<file path="src/common/cdtc_pkg.sv">
// cdtc_pkg: constants and carriers for the cordic timing and completion block
package cdtc_pkg;
   // register byte addresses (axi4-lite word aligned)
   localparam logic [7:0] XL_OFS = 8'h00;
   localparam logic [7:0] XH_OFS = 8'h04;
   localparam logic [7:0] YL_OFS = 8'h08;
   localparam logic [7:0] YH_OFS = 8'h0C;
   localparam logic [7:0] ZL_OFS = 8'h10;
   localparam logic [7:0] ZH_OFS = 8'h14;
   localparam logic [7:0] STAT_OFS = 8'h18;
   localparam logic [7:0] CON_OFS = 8'h1C;
   localparam logic [7:0] IMASK_OFS = 8'h20;
   // control register fields
   localparam int CON_START = 0;
   localparam int CON_DE = 1;
   localparam int CON_MC0 = 2;
   localparam int CON_ROTVEC = 4;
   localparam int CON_STMODE = 5;
   localparam int CON_XUSIGN = 6;
   localparam int CON_MPS0 = 7;
   localparam logic [7:0] CON_RESET = 8'h62;
   // status register fields
   localparam int ST_BUSY = 0;
   localparam int ST_EOC = 1;
   localparam int ST_ERROR = 2;
   localparam int ST_INTEN = 3;
   localparam int ST_KEEPX = 4;
   localparam int ST_KEEPY = 5;
   localparam int ST_KEEPZ = 6;
   localparam int ST_DATA_MAP_SELECT = 7;
   localparam logic [7:0] STAT_RESET = 8'h00;
   localparam logic [7:0] STAT_WMASK = 8'hF8;
   // timing
   localparam int ITERATIONS = 16;
   localparam int CALC_BUDGET_CYC = 41;
   localparam int CYC_PER_ITER = 2;
   localparam logic [1:0] RESP_OKAY = 2'b00;
   localparam logic [1:0] RESP_SLVERR = 2'b10;
   typedef enum logic [1:0] {
      CIRCULAR,
      LINEAR,
      HYPERBOLIC
   } cdtc_func_t;
   typedef struct packed {
      logic signed [25:0] x;
      logic signed [25:0] y;
      logic signed [20:0] z;
   } cdtc_vec_t;
endpackage

</file>
<file path="src/hw/cdtc_iter.sv">
// cdtc_iter: one combinational cordic micro-rotation with barrel shifters
`timescale 1ns/1ps
module cdtc_iter (
   input wire cdtc_pkg::cdtc_vec_t vin,
   input wire logic [3:0] shift,
   input wire logic [19:0] angle,
   input wire logic rotate,
   input wire cdtc_pkg::cdtc_func_t func,
   output cdtc_pkg::cdtc_vec_t vout
);
   logic signed [25:0] xs;
   logic signed [25:0] ys;
   logic dir;
   logic signed [20:0] ang;
   always_comb begin
      // any shift distance in one pass, no serial shifting
      xs = vin.x >>> shift; // [RQ4]
      ys = vin.y >>> shift; // [RQ4]
      ang = $signed({1'b0, angle});
      dir = rotate ? ~vin.z[20] : vin.y[25];
      vout = vin;
      unique case (func)
         cdtc_pkg::CIRCULAR: begin
            vout.x = dir ? vin.x - ys : vin.x + ys;
         end
         cdtc_pkg::LINEAR: begin
            vout.x = vin.x;
         end
         cdtc_pkg::HYPERBOLIC: begin
            vout.x = dir ? vin.x + ys : vin.x - ys;
         end
      endcase
      vout.y = dir ? vin.y + xs : vin.y - xs;
      vout.z = dir ? vin.z - ang : vin.z + ang;
   end
endmodule

</file>
<file path="src/hw/cdtc_top.sv">
// cdtc_top: cordic coprocessor core with axi4-lite registers and completion irq
//
// Contract
// [RQ1] sixteen iterations per calculation, completion flag within 41 cycles of start
// [RQ2] error flag valid one cycle after completion; readers wait that cycle
// [RQ3] same budget for pre/post processed and hyperbolic modes incl. repeats
// [RQ4] operand shifts use barrel shifters, never bit-serial shifting
// [RQ5] end of calculation is the only interrupt source
// [RQ6] completion sets the flag; interrupt asserts when interrupt enable is 1 (the core also needs imask_q bit 1 set)
// [RQ7] flag holds until software clears, or low z read with map select 0
// [RQ8] error flag set on overflow of any result operand
// [RQ9] software checks error clear before trusting results
// [RQ10] keep bits start the next calculation from previous results
// [RQ11] software loads and reads six data registers outside the budget
// [RQ12] circular vectoring x and z deviations at most 1 for large inputs
// [RQ13] circular rotation x and y deviations at most 4 over full range
// [RQ14] hyperbolic rotation x deviation at most 8, y at most 7
// [RQ15] start bit cleared by hardware when the calculation begins
// [RQ16] control writes ignored while busy
//
// Local design decisions: the register offsets and the AXI4-Lite register port.
`timescale 1ns/1ps
module cdtc_top (
   input wire logic aclk,
   input wire logic aresetn,
   input wire logic [7:0] s_axi_awaddr,
   input wire logic s_axi_awvalid,
   output logic s_axi_awready,
   input wire logic [31:0] s_axi_wdata,
   input wire logic [3:0] s_axi_wstrb,
   input wire logic s_axi_wvalid,
   output logic s_axi_wready,
   output logic [1:0] s_axi_bresp,
   output logic s_axi_bvalid,
   input wire logic s_axi_bready,
   input wire logic [7:0] s_axi_araddr,
   input wire logic s_axi_arvalid,
   output logic s_axi_arready,
   output logic [31:0] s_axi_rdata,
   output logic [1:0] s_axi_rresp,
   output logic s_axi_rvalid,
   input wire logic s_axi_rready,
   output logic irq
);
   typedef enum logic [1:0] {
      CDTC_IDLE,
      CDTC_SETUP,
      CDTC_ITER,
      CDTC_POST
   } cdtc_state_t;

   ////////////////////////////////////////////////////////////////////////////
   // state
   cdtc_state_t state_q;
   logic [7:0] con_q;
   logic [7:0] stat_q;
   logic [7:0] imask_q;
   logic [15:0] xin_q, yin_q, zin_q;
   cdtc_pkg::cdtc_vec_t vec_q;
   cdtc_pkg::cdtc_vec_t vec_n;
   logic [15:0] xres_q, yres_q, zres_q;
   logic [4:0] iter_q;
   logic sub_q;
   logic rep_done_q;
   logic eoc_pulse_q;
   logic ovf_q;
   cdtc_pkg::cdtc_func_t func;
   logic rotate;
   logic [3:0] shift;
   logic [19:0] angle;
   logic busy;

   function automatic logic [19:0] atan_lut(input logic [3:0] i);
      logic [19:0] t [16];
      t = '{20'h2_0000, 20'h1_2E40, 20'h0_9FB4, 20'h0_5111, 20'h0_28B1, 20'h0_145D,
            20'h0_0A2F, 20'h0_0518, 20'h0_028C, 20'h0_0146, 20'h0_00A3, 20'h0_0051,
            20'h0_0029, 20'h0_0014, 20'h0_000A, 20'h0_0005};
      return t[i];
   endfunction

   function automatic logic [19:0] atanh_lut(input logic [3:0] i);
      logic [19:0] t [16];
      t = '{20'h0_0000, 20'h1_6618, 20'h0_A681, 20'h0_51EA, 20'h0_28CC, 20'h0_1461,
            20'h0_0A30, 20'h0_0518, 20'h0_028C, 20'h0_0146, 20'h0_00A3, 20'h0_0051,
            20'h0_0029, 20'h0_0014, 20'h0_000A, 20'h0_0005};
      return t[i];
   endfunction

   // true when a 26-bit kernel word does not fit the 16-bit result view
   function automatic logic ovf26(input logic signed [25:0] v);
      return (v[25:24] != {2{v[23]}});
   endfunction

   assign busy = stat_q[cdtc_pkg::ST_BUSY];
   assign rotate = con_q[cdtc_pkg::CON_ROTVEC];
   always_comb begin
      unique case (con_q[cdtc_pkg::CON_MC0 +: 2])
         2'b01: func = cdtc_pkg::LINEAR;
         2'b11: func = cdtc_pkg::HYPERBOLIC;
         default: func = cdtc_pkg::CIRCULAR;
      endcase
   end

   // hyperbolic starts at iteration 1 and repeats 4 and 13
   assign shift = iter_q[3:0];
   always_comb begin
      unique case (func)
         cdtc_pkg::CIRCULAR: angle = atan_lut(shift); // [RQ12] [RQ13]
         cdtc_pkg::LINEAR: angle = 20'h8_0000 >> shift;
         cdtc_pkg::HYPERBOLIC: angle = atanh_lut(shift); // [RQ14]
      endcase
   end

   cdtc_iter u_iter (
      .vin(vec_q),
      .shift(shift),
      .angle(angle),
      .rotate(rotate),
      .func(func),
      .vout(vec_n)
   );

   ////////////////////////////////////////////////////////////////////////////
   // axi4-lite slave
   logic aw_hold_q, w_hold_q;
   logic [7:0] awaddr_q;
   logic [31:0] wdata_q;
   logic [3:0] wstrb_q;
   logic wr_go;
   logic rd_go;
   logic rd_zl;
   logic wr_con, wr_stat;
   assign s_axi_awready = ~aw_hold_q & ~s_axi_bvalid;
   assign s_axi_wready = ~w_hold_q & ~s_axi_bvalid;
   assign s_axi_arready = ~s_axi_rvalid;
   assign wr_go = aw_hold_q & w_hold_q & ~s_axi_bvalid;
   assign rd_go = s_axi_arvalid & s_axi_arready;
   assign wr_con = wr_go & wstrb_q[0] & (awaddr_q == cdtc_pkg::CON_OFS) & ~busy; // [RQ16]
   assign wr_stat = wr_go & wstrb_q[0] & (awaddr_q == cdtc_pkg::STAT_OFS);
   assign rd_zl = rd_go & (s_axi_araddr == cdtc_pkg::ZL_OFS) & ~stat_q[cdtc_pkg::ST_DATA_MAP_SELECT];

   always_ff @(posedge aclk) begin
      if (!aresetn) begin
         aw_hold_q <= 1'b0;
         w_hold_q <= 1'b0;
         awaddr_q <= 8'h00;
         wdata_q <= 32'h0000_0000;
         wstrb_q <= 4'h0;
         s_axi_bvalid <= 1'b0;
         s_axi_bresp <= cdtc_pkg::RESP_OKAY;
      end else begin
         if (s_axi_awvalid && s_axi_awready) begin
            aw_hold_q <= 1'b1;
            awaddr_q <= s_axi_awaddr;
         end
         if (s_axi_wvalid && s_axi_wready) begin
            w_hold_q <= 1'b1;
            wdata_q <= s_axi_wdata;
            wstrb_q <= s_axi_wstrb;
         end
         if (wr_go) begin
            aw_hold_q <= 1'b0;
            w_hold_q <= 1'b0;
            s_axi_bvalid <= 1'b1;
            s_axi_bresp <= (awaddr_q > cdtc_pkg::IMASK_OFS || awaddr_q[1:0] != 2'b00) ?
                           cdtc_pkg::RESP_SLVERR : cdtc_pkg::RESP_OKAY;
         end else if (s_axi_bready) begin
            s_axi_bvalid <= 1'b0;
         end
      end
   end

   always_ff @(posedge aclk) begin
      if (!aresetn) begin
         s_axi_rvalid <= 1'b0;
         s_axi_rdata <= 32'h0000_0000;
         s_axi_rresp <= cdtc_pkg::RESP_OKAY;
      end else if (rd_go) begin
         s_axi_rvalid <= 1'b1;
         s_axi_rresp <= cdtc_pkg::RESP_OKAY;
         unique case (s_axi_araddr)
            cdtc_pkg::XL_OFS: s_axi_rdata <= {24'h00_0000, xres_q[7:0]}; // [RQ11]
            cdtc_pkg::XH_OFS: s_axi_rdata <= {24'h00_0000, xres_q[15:8]};
            cdtc_pkg::YL_OFS: s_axi_rdata <= {24'h00_0000, yres_q[7:0]};
            cdtc_pkg::YH_OFS: s_axi_rdata <= {24'h00_0000, yres_q[15:8]};
            cdtc_pkg::ZL_OFS: s_axi_rdata <= {24'h00_0000, zres_q[7:0]};
            cdtc_pkg::ZH_OFS: s_axi_rdata <= {24'h00_0000, zres_q[15:8]};
            cdtc_pkg::STAT_OFS: s_axi_rdata <= {24'h00_0000, stat_q};
            cdtc_pkg::CON_OFS: s_axi_rdata <= {24'h00_0000, con_q};
            cdtc_pkg::IMASK_OFS: s_axi_rdata <= {24'h00_0000, imask_q};
            default: begin
               s_axi_rdata <= 32'h0000_0000;
               s_axi_rresp <= cdtc_pkg::RESP_SLVERR;
            end
         endcase
      end else if (s_axi_rready) begin
         s_axi_rvalid <= 1'b0;
      end
   end

   ////////////////////////////////////////////////////////////////////////////
   // data registers: byte writes load initial operands
   always_ff @(posedge aclk) begin
      if (!aresetn) begin
         xin_q <= 16'h0000;
         yin_q <= 16'h0000;
         zin_q <= 16'h0000;
      end else if (wr_go && wstrb_q[0] && !busy) begin
         unique case (awaddr_q)
            cdtc_pkg::XL_OFS: xin_q[7:0] <= wdata_q[7:0];
            cdtc_pkg::XH_OFS: xin_q[15:8] <= wdata_q[7:0];
            cdtc_pkg::YL_OFS: yin_q[7:0] <= wdata_q[7:0];
            cdtc_pkg::YH_OFS: yin_q[15:8] <= wdata_q[7:0];
            cdtc_pkg::ZL_OFS: zin_q[7:0] <= wdata_q[7:0];
            cdtc_pkg::ZH_OFS: zin_q[15:8] <= wdata_q[7:0];
            default: ;
         endcase
      end
   end

   always_ff @(posedge aclk) begin
      if (!aresetn) begin
         imask_q <= 8'h00;
      end else if (wr_go && wstrb_q[0] && awaddr_q == cdtc_pkg::IMASK_OFS) begin
         imask_q <= wdata_q[7:0];
      end
   end

   ////////////////////////////////////////////////////////////////////////////
   // control register and calculation sequencer
   logic start;
   assign start = (state_q == CDTC_IDLE) & con_q[cdtc_pkg::CON_START];

   always_ff @(posedge aclk) begin
      if (!aresetn) begin
         con_q <= cdtc_pkg::CON_RESET;
      end else if (start) begin
         con_q[cdtc_pkg::CON_START] <= 1'b0; // [RQ15]
      end else if (wr_con) begin
         con_q <= wdata_q[7:0]; // [RQ16]
      end
   end

   // two cycles per iteration: a barrel step and a count/repeat stage
   always_ff @(posedge aclk) begin
      if (!aresetn) begin
         state_q <= CDTC_IDLE;
         iter_q <= 5'd0;
         sub_q <= 1'b0;
         rep_done_q <= 1'b0;
         vec_q <= '0;
         eoc_pulse_q <= 1'b0;
      end else begin
         eoc_pulse_q <= 1'b0;
         unique case (state_q)
            CDTC_IDLE: begin
               if (start) begin
                  state_q <= CDTC_SETUP;
                  // kept operands reuse kernel words left by the previous run
                  if (!stat_q[cdtc_pkg::ST_KEEPX]) vec_q.x <= {{2{xin_q[15]}}, xin_q, 8'h00}; // [RQ10]
                  if (!stat_q[cdtc_pkg::ST_KEEPY]) vec_q.y <= {{2{yin_q[15]}}, yin_q, 8'h00}; // [RQ10]
                  if (!stat_q[cdtc_pkg::ST_KEEPZ]) vec_q.z <= {zin_q[15], zin_q, 4'h0}; // [RQ10]
               end
            end
            CDTC_SETUP: begin
               // one mode-setup cycle for every mode keeps timing uniform
               state_q <= CDTC_ITER; // [RQ3]
               iter_q <= (func == cdtc_pkg::HYPERBOLIC) ? 5'd1 : 5'd0;
               rep_done_q <= 1'b0;
               sub_q <= 1'b0;
            end
            CDTC_ITER: begin
               sub_q <= ~sub_q;
               if (!sub_q) begin
                  vec_q <= vec_n;
               end else if (func == cdtc_pkg::HYPERBOLIC && !rep_done_q &&
                            (iter_q == 5'd4 || iter_q == 5'd13)) begin
                  rep_done_q <= 1'b1; // [RQ3]
               end else begin
                  rep_done_q <= 1'b0;
                  iter_q <= iter_q + 5'd1;
                  if (iter_q == 5'(cdtc_pkg::ITERATIONS - 1)) begin // [RQ1]
                     state_q <= CDTC_POST;
                  end
               end
            end
            CDTC_POST: begin
               state_q <= CDTC_IDLE;
               eoc_pulse_q <= 1'b1; // [RQ1]
            end
         endcase
      end
   end

   // results settle before eoc; error follows one cycle after
   always_ff @(posedge aclk) begin
      if (!aresetn) begin
         xres_q <= 16'h0000;
         yres_q <= 16'h0000;
         zres_q <= 16'h0000;
         ovf_q <= 1'b0;
      end else begin
         ovf_q <= 1'b0;
         if (state_q == CDTC_POST) begin
            xres_q <= vec_q.x[23:8];
            yres_q <= vec_q.y[23:8];
            zres_q <= vec_q.z[19:4];
         end
         if (eoc_pulse_q) begin
            ovf_q <= ovf26(vec_q.x) | ovf26(vec_q.y) | (vec_q.z[20] != vec_q.z[19]); // [RQ8]
         end
      end
   end

   ////////////////////////////////////////////////////////////////////////////
   // status register: busy, eoc, error, interrupt enable, keep, map select
   always_ff @(posedge aclk) begin
      if (!aresetn) begin
         stat_q <= cdtc_pkg::STAT_RESET;
      end else begin
         if (wr_stat) begin
            stat_q[7:3] <= wdata_q[7:3];
            if (!wdata_q[cdtc_pkg::ST_EOC]) stat_q[cdtc_pkg::ST_EOC] <= 1'b0; // [RQ7]
            if (!wdata_q[cdtc_pkg::ST_ERROR]) stat_q[cdtc_pkg::ST_ERROR] <= 1'b0;
         end
         if (rd_zl) begin
            stat_q[cdtc_pkg::ST_EOC] <= 1'b0; // [RQ7]
         end
         if (start) begin
            stat_q[cdtc_pkg::ST_BUSY] <= 1'b1;
            stat_q[cdtc_pkg::ST_ERROR] <= 1'b0;
         end
         if (eoc_pulse_q) begin
            stat_q[cdtc_pkg::ST_BUSY] <= 1'b0;
            stat_q[cdtc_pkg::ST_EOC] <= 1'b1; // [RQ6]
         end
         // set wins over a same-cycle clear; valid one cycle after eoc
         if (ovf_q) begin
            stat_q[cdtc_pkg::ST_ERROR] <= 1'b1; // [RQ2] [RQ8]
         end
      end
   end

   // only eoc can request; mask bit gates it further
   assign irq = stat_q[cdtc_pkg::ST_EOC] & stat_q[cdtc_pkg::ST_INTEN] &
                imask_q[cdtc_pkg::ST_EOC]; // [RQ5] [RQ6]
endmodule

</file>
<file path="config.mk">
export PLATFORM = sky130hd
export DESIGN_NAME = cdtc_top
export DESIGN_NICKNAME = d
export VERILOG_FILES = /design/src/common/cdtc_pkg.sv /design/src/hw/cdtc_iter.sv /design/src/hw/cdtc_top.sv
export SDC_FILE = /design/constraint.sdc
export NUM_CORES = 1
export LEC_CHECK = 0
export BUFFER_PORTS_ARGS = -buffer_cell sky130_fd_sc_hd__buf_4
export CAP_MARGIN = 0
export CORE_MARGIN = 8
export CORE_UTILIZATION = 60
export CTS_CLUSTER_DIAMETER = 30
export DETAILED_ROUTE_END_ITERATION = 16
export PLACE_DENSITY = 0.8
export SETUP_SLACK_MARGIN = 0.2
export SLEW_MARGIN = 20
export SYNTH_ARGS = -nofsm -noshare
export SYNTH_HDL_FRONTEND = slang
export SYNTH_SLANG_ARGS = --single-unit
</file>
<file path="constraint.sdc">
create_clock -name aclk -period 8.6 [get_ports aclk]
set_clock_uncertainty 0.05 [all_clocks]
set_input_delay 1.72 -clock aclk [delete_from_list [all_inputs] [get_ports aclk]]
set_output_delay 1.72 -clock aclk [all_outputs]
set_load 0.02 [all_outputs]
</file>
==> out/metrics.cfg, run 1 <==
[power_and_ir_drop]
total_leakage_power_uw = 0.00866
pwr_density_cell_nw_per_um2 = 264
ir_drop_uv = 204

[sta]
fmax_ghz = 0.155
maxSlewHeadroom_pct = 28.3
hold_ws_ns = 0.377
setup_ws_ns = 2.15
hold_violations = 0
finalCritPeriodShare_pct = 75.0
report.final.slew_viol_count = 0
rsz0062_at_grt = no
worst_pin_slew_ns = 1.07
fin_crit_ns = 6.45
finalSetupViolCount = 0
fin_tns_setup_ns = 0

[logic_synthesis]
yosys_warnings = 0
avgSynthCellArea_um2 = 7.81
synthCells = 2380
synth-async-reset-ratio_pct = 0
synth_edf_count = 0
yosysUniqueCellTypes = 80
synthesis.area_um2 = 18600
synth_seq_area_share_pct = 25.3
synthFlopType = dfxtp_1
ys_ff_latch = 235

[layout]
drive_gt1_share_pct = 9.42
num-fill-cells = 2483
regArea_um2 = 4710
area_delta_synth_final_pct = 10.8
multi_input_area_um2 = 12800
final_cell_mix = nor2_1, dfxtp_1, mux2i_1
finalNetCount = 2506
final_common_cell = nor2_1
final_util_pct = 67.5
diodes = 0

[critical_path]
r2r_slack_ns = 2.15
r2r_start = iter_q[1]
worst_r2r_path_depth = 21
critPathMaxStageDelay_ns = 0.64
slowest_stage = buf_4
cp.required_ns = 9.02
cp_common_cell = o21ai_0
crit_fanout = 64
path_cells = buf_4 > inv_2 > ha_1 > nor2b_1 > o31ai_1 > nand2b_1 > or4_1 > or2_2 > or3_1 > o21ai_0 > xor2_1 > ha_1 > and3_1 > o21ai_0 > o21ai_0 > o31ai_1 > a211oi_1 > a21oi_1 > xnor2_1 > mux2_2 > a21oi_1
start_kind = register
crit_type = register to register
crit_arrival_ns = 6.88
r2r-end = vec_q[20]
crit_path_end_kind = register

[route]
drt_first_iter_violations = 1807
wl_met3_um = 5260
m1WireLength_um = 23100
vias = 18000
via_per_inst = 6.50
dr.max_layer_used = met4
dr_wl_met2_um = 26200
dr.pass1.iters = 6
wirelength_um = 57700
wl_per_cell_um = 20.9
ant_nets = 0
drc_errors = 0

[clocking]
postCtsHoldBufs = 0
cts.clk_slew.worst_paths_ns = 0.05
cts_root_buffer = clkbuf_16
cts_resized = 0
clock-sinks = 235
cts_tree = yes
cts_setup_buffers = 0
cts_buffer_depth = 3
cts-buffers-inserted = 46
clock_latency_ns = 0.55
htreeDepth = 2

[global_route]
gr-total-overflow = 0
grt_pass1_vias = 17000
grt_pass1_wl_um = 90400
grt.total_usage_pct = 30.3
grt_max_degree = 123
antenna_found_initial = 0

[hold_path]
hold_class = register to register
worstHoldEndpoint = stat_q[0]
min-delay-start = eoc_pulse_q
holdPathStages = 1

[place]
gp_congestion = 0.937
io_buffer_count = 47
dp_worst_setup_slack_ns = 2.24
hpwlAfterDp_um = 40200

[die]
die_w_um = 192
fp.dieArea_um2 = 36800
num_rows = 64
initial_core_util_pct = 60.9
die_y_um = 192
core_um2 = 30500
top_level_ports = 101

[run_status]
status = completed

[job]
drv_cap = 0

==> cell type report <==
type / instances / area share, %
clock buffer: 55 / 6.15
inverter: 90 / 1.66
tap: 396 / 2.41
sequential: 235 / 22.9
clock inverter: 29 / 2.14
multi-input combinational: 1893 / 62.4
timing repair buffer: 66 / 2.41
==> power breakdown <==
part	internal, µW	total (µW)	switching (µW)
registers	1170	1360	193
clock network	1300	1940	639
logic	879	2140	1260
total	3350	5440	2090
==> synth_stat cells, drive strengths merged, types with 14 or more instances <==
library cell | count | area [µm²]
a21oi | 199 | 1000
buf | 66 | 370
or3 | 14 | 87.6
a31oi | 27 | 169
nand2b | 38 | 238
and3 | 15 | 93.8
and2 | 17 | 106
nor3 | 39 | 195
o22ai | 19 | 119
o21a | 19 | 143
mux2i | 220 | 2200
a21o | 25 | 188
mux2 | 20 | 225
nor2 | 297 | 1110
o21ai | 150 | 751
clkbuf | 121 | 454
o211ai | 14 | 105
o31ai | 14 | 105
nand3 | 58 | 290
ha | 111 | 1390
xor2 | 38 | 333
dfxtp | 235 | 4700
a22oi | 26 | 195
inv | 86 | 323
nor2b | 18 | 113
xnor2 | 62 | 543
a211oi | 44 | 335
nand2 | 202 | 758
mux4 | 26 | 589
==> through the flow <==
step | total power, µW | cells | cell area, µm²
finish | 5440 | 2764 | 20600
global route | 5720 | 2764 | 20600
CTS | 5400 | 2764 | 20600
detailed placement | 3440 | 2680 | 18900
global placement | 3410 | 2680 | 18900
floorplan | 2930 | 2405 | 18700
==> registers in the layout (all words and copies together) (netlist names), 2 cells and up <==
| name | flops |
|---|---|
| yres_q | 16 |
| con_q | 8 |
| awaddr_q | 8 |
| yin_q | 16 |
| vec_q | 73 |
| state_q | 2 |
| s_axi_rdata | 8 |
| xres_q | 16 |
| xin_q | 16 |
| iter_q | 5 |
| stat_q | 8 |
| imask_q | 8 |
| wdata_q | 8 |
| zres_q | 16 |
| zin_q | 16 |
==> logic make-up after synthesis <==
group | after synthesis | share of synthesized area (%)
flip-flops | 235 | 25.3
AO/OA/AOI/OAI | 628 | 21.1
AND/OR/NAND/NOR | 758 | 18.4
other | 1 | 0.0202
multiplexers | 266 | 16.2
XOR/XNOR | 100 | 4.71
buffers and inverters | 277 | 6.26
adder cells (fa/ha/maj) | 115 | 7.91
==> metal layers <==
layer / GRT usage, % / up-vias
met5: 0 / -
met4: 16.7 / 0
met3: 5.23 / 200
met2: 48.3 / 880
met1: 38.4 / 8493
li1: - / 8391
==> critical path, delay by kind of cell, from the launching register on <==
kind,cells,cell delay (ns)
fa+ha+maj,2,0.83
simple gates,6,1.67
xor+xnor,2,0.29
flops,1,0.40
buf+inv,2,0.98
mux,1,0.35
compound gates,8,1.81
==> worst max path at each step <==
stage	startpoint	to	slack, ns
after floorplan	iter_q[0]	vec_q[20]	2.59
after CTS	iter_q[1]	vec_q[20]	2.23
final	iter_q[1]	vec_q[20]	2.15
after global routing	iter_q[1]	vec_q[20]	1.66
after detailed placement	iter_q[1]	vec_q[20]	2.24
after global placement	iter_q[1]	vec_q[20]	2.42
Note: power is estimated with default switching activity, not from simulation.
==> run 2, diff against run 1 <==
--- a/config.mk
+++ b/config.mk
@@ -5,10 +5,11 @@
 export SDC_FILE = /design/constraint.sdc
 export NUM_CORES = 1
 export LEC_CHECK = 0
+export ABC_AREA = 1
 export BUFFER_PORTS_ARGS = -buffer_cell sky130_fd_sc_hd__buf_4
 export CAP_MARGIN = 0
 export CORE_MARGIN = 8
-export CORE_UTILIZATION = 60
+export CORE_UTILIZATION = 57
 export CTS_CLUSTER_DIAMETER = 30
 export DETAILED_ROUTE_END_ITERATION = 16
 export PLACE_DENSITY = 0.8
==> constraint.sdc (replaced) <==
create_clock -name aclk -period 5.7 [get_ports aclk]
set_clock_uncertainty 0.05 [all_clocks]
set_input_delay 1.14 -clock aclk [delete_from_list [all_inputs] [get_ports aclk]]
set_output_delay 1.14 -clock aclk [all_outputs]
set_load 0.02 [all_outputs]
==> run 2 against run 1 <==
Clock power is 48% higher. Largest power group unchanged. Sequential power is 45% higher. Non-clock buffer count is 14 higher. Largest cell class unchanged. Total power is 68% higher. Global-route usage is 3.1 points higher. Critical endpoint is now vec_q[43]. Final cell count is 26% higher. Worst setup slack worse by 1.5 ns. Via count is 16% higher.
==> out/metrics.cfg, run 2 <==
[layout]
finalNetCount = 3171  ; +27%
diodes = 0  ; unchanged
registers.top_by_ff_count = vec_q
drive_gt1_share_pct = 7.15  ; -2.3 points
area_delta_synth_final_pct = 11.5
final_common_cell = nand2_1
largest_register_ffs = 73  ; unchanged
num-fill-cells = 3048  ; +23%
final_cell_mix = nand2_1, a21oi_1, o21ai_0

[critical_path]
critPathMaxStageDelay_ns = 0.59  ; -0.05 ns
path_cells = inv_1 > nand2_1 > o21ai_1 > a21oi_2 > nand2_1 > nor2_1 > nand3_1 > nor2_1 > nand2_1 > nand2_1 > xor2_1 > inv_1 > ha_1 > a21oi_1 > o21ai_0 > a21oi_1 > nand3_1 > a31o_2 > or2_2 > nand3_1 > nand2_1 > a21oi_1
slowest_stage = dfxtp_2
cp_top_family = simple AND/OR/NAND/NOR gates
path_depth = 22  ; +4.8%
start_kind = register
r2r_start = iter_q[3]
cp_common_cell = nand2_1
crit_fanout = 21  ; -67%
r2r_slack_ns = 0.65  ; -1.50 ns
crit_type = register to register
r2r-end = vec_q[43]
worst_r2r_path_depth = 22  ; +4.8%
path_buf_inv = 2  ; unchanged
startpoint = iter_q[3]
cp.required_ns = 6.13  ; -2.89 ns
crit_arrival_ns = 5.48  ; -1.40 ns
crit_path_end_kind = register

[global_route]
grt_pass1_vias = 19000  ; +12%
grt_pass1_wl_um = 103000  ; +14%
grt.total_usage_pct = 33.4  ; +3.1 points
gr-total-overflow = 0  ; unchanged
grt_max_degree = 115  ; -6.5%
antenna_found_initial = 0  ; unchanged

[route]
wirelength_um = 66900  ; +16%
drc_errors = 0  ; unchanged
vias = 20800  ; +16%
wl_per_cell_um = 19.2  ; -7.9%
drt_first_iter_violations = 2227  ; +23%
via_per_inst = 5.99  ; -7.8%
dr.pass1.iters = 7  ; +1
ant_nets = 0  ; unchanged

[sta]
hold_ws_ns = 0.376  ; -0.000846 ns
fmax_ghz = 0.198  ; +28%
finalCritPeriodShare_pct = 88.6  ; +14 points
report.final.slew_viol_count = 0  ; unchanged
maxSlewHeadroom_pct = 32.4  ; +4.1 points
worst_pin_slew_ns = 1.01  ; -0.0652 ns
finalSetupViolCount = 0  ; unchanged
fin_crit_ns = 5.05  ; -1.40 ns
rsz0062_at_grt = no
fin_tns_setup_ns = 0  ; unchanged
hold_violations = 0  ; unchanged

[logic_synthesis]
synth_top_area_cell = dfxtp_1
ys_ff_latch = 235  ; unchanged
synth-async-reset-ratio_pct = 0  ; unchanged
synth_area_leaders = dfxtp_1, nand2_1, a21oi_1
synth_most_common_cell = nand2_1
yosys_warnings = 0  ; unchanged
synth_edf_count = 0  ; unchanged
synthCells = 3012  ; +27%
yosysUniqueCellTypes = 57  ; -29%
yosysTopAreaCellShare_pct = 25.2  ; -0.15 points
synthFlopType = dfxtp_1
synth_seq_area_share_pct = 25.2  ; -0.15 points
synthesis.area_um2 = 18700  ; +0.61%
synth_common_cells = nand2_1, a21oi_1, o21ai_0
avgSynthCellArea_um2 = 6.21  ; -20%

[die]
initial_core_util_pct = 57.6  ; -3.3 points
die_w_um = 197  ; +2.7%
core_um2 = 32500  ; +6.4%
num_rows = 66  ; +3.1%
fp.dieArea_um2 = 38800  ; +5.4%
top_level_ports = 101  ; unchanged
die_y_um = 197  ; +2.7%

[power_and_ir_drop]
total_leakage_power_uw = 0.00966  ; +12%
pwr_density_cell_nw_per_um2 = 439  ; +66%
ir_drop_uv = 315  ; +54%

[clocking]
cts_root_buffer = clkbuf_16
postCtsHoldBufs = 0  ; unchanged
cts_buffer_depth = 3  ; unchanged
clock_latency_ns = 0.62  ; +0.07 ns
cts_setup_buffers = 0  ; unchanged
cts_tree = yes
htreeDepth = 2  ; unchanged
clock-sinks = 235  ; unchanged
cts.clk_slew.worst_paths_ns = 0.06  ; about the same
cts_resized = 0  ; unchanged
cts-buffers-inserted = 47  ; +2.2%

[hold_path]
holdPathStages = 1  ; unchanged
hold_class = register to register
min-delay-start = eoc_pulse_q
worstHoldEndpoint = stat_q[0]

[place]
gp_congestion = 1.00  ; +7.0%
hpwlAfterDp_um = 50100  ; +24%
io_buffer_count = 47  ; unchanged

[job]
drv_cap = 0  ; unchanged

[run_status]
status = completed

-- run 2: cell count changes after synthesis, sizes merged, moves of 47 or more --
| cell | before | now |
|---|---|---|
| o21ai | 150 | 357 |
| a21oi | 199 | 366 |
| xnor2 | 62 | 15 |
| inv | 86 | 326 |
| nand2 | 202 | 605 |
| nand3 | 58 | 240 |
| mux2i | 220 | 5 |
-- run 2: worst max path at each step --
| stage | end | slack, ns |
|---|---|---|
| floorplan | vec_q[18] | 1.30 |
| global placement | vec_q[20] | 0.69 |
| detailed placement | vec_q[20] | 0.55 |
| CTS | vec_q[20] | 0.49 |
| global route | vec_q[18] | 0.24 |
| finish | vec_q[43] | 0.65 |
-- run 2: kinds of logic after synthesis --
family | after synthesis | share of synthesized area [%]
compound gates | 859 | 24.8
xor+xnor | 68 | 3.19
fa+ha+maj | 115 | 7.86
buf+inv | 497 | 10.9
flops | 235 | 25.2
mux | 5 | 0.268
other cells | 1 | 0.0201
simple gates | 1232 | 27.8
-- run 2: layout make-up --
class | count | area [µm²] | area share, %
Clock buffer | 52 | 1210 | 5.83
Clock inverter | 36 | 463 | 2.22
Inverter | 328 | 1230 | 5.91
Multi-Input combinational cell | 2305 | 12100 | 57.9
Sequential cell | 235 | 4710 | 22.6
Tap cell | 442 | 553 | 2.65
Timing Repair Buffer | 80 | 601 | 2.88
-- run 2: routing by layer --
| metal | global-route usage [%] | wire length (µm) |
|---|---|---|
| met4 | 19.4 | 4250 |
| met2 | 52.6 | 29100 |
| met5 | 0 | 0 |
| met3 | 5.93 | 6380 |
| met1 | 42.5 | 27100 |
-- run 2: where the power goes --
part	internal [µW]	switching (µW)
Combinational	1370	2930
Clock	1780	1090
Sequential	1770	201
Total	4910	4230
-- run 2: through the flow --
| stage | instance area (µm²) | util, % | setup slack, ns | total power (µW) | std cells |
|---|---|---|---|---|---|
| final | 20800 | 64.2 | 0.649 | 9140 | 3478 |
| after global routing | 20800 | 64.2 | 0.242 | 9700 | 3478 |
| after CTS | 20800 | 64.2 | 0.486 | 9050 | 3478 |
| after detailed placement | 19200 | 59.0 | 0.547 | 6160 | 3390 |
| after global placement | 19200 | 59.0 | 0.689 | 6100 | 3390 |
| after floorplan | 18800 | - | 1.30 | 5030 | 3037 |
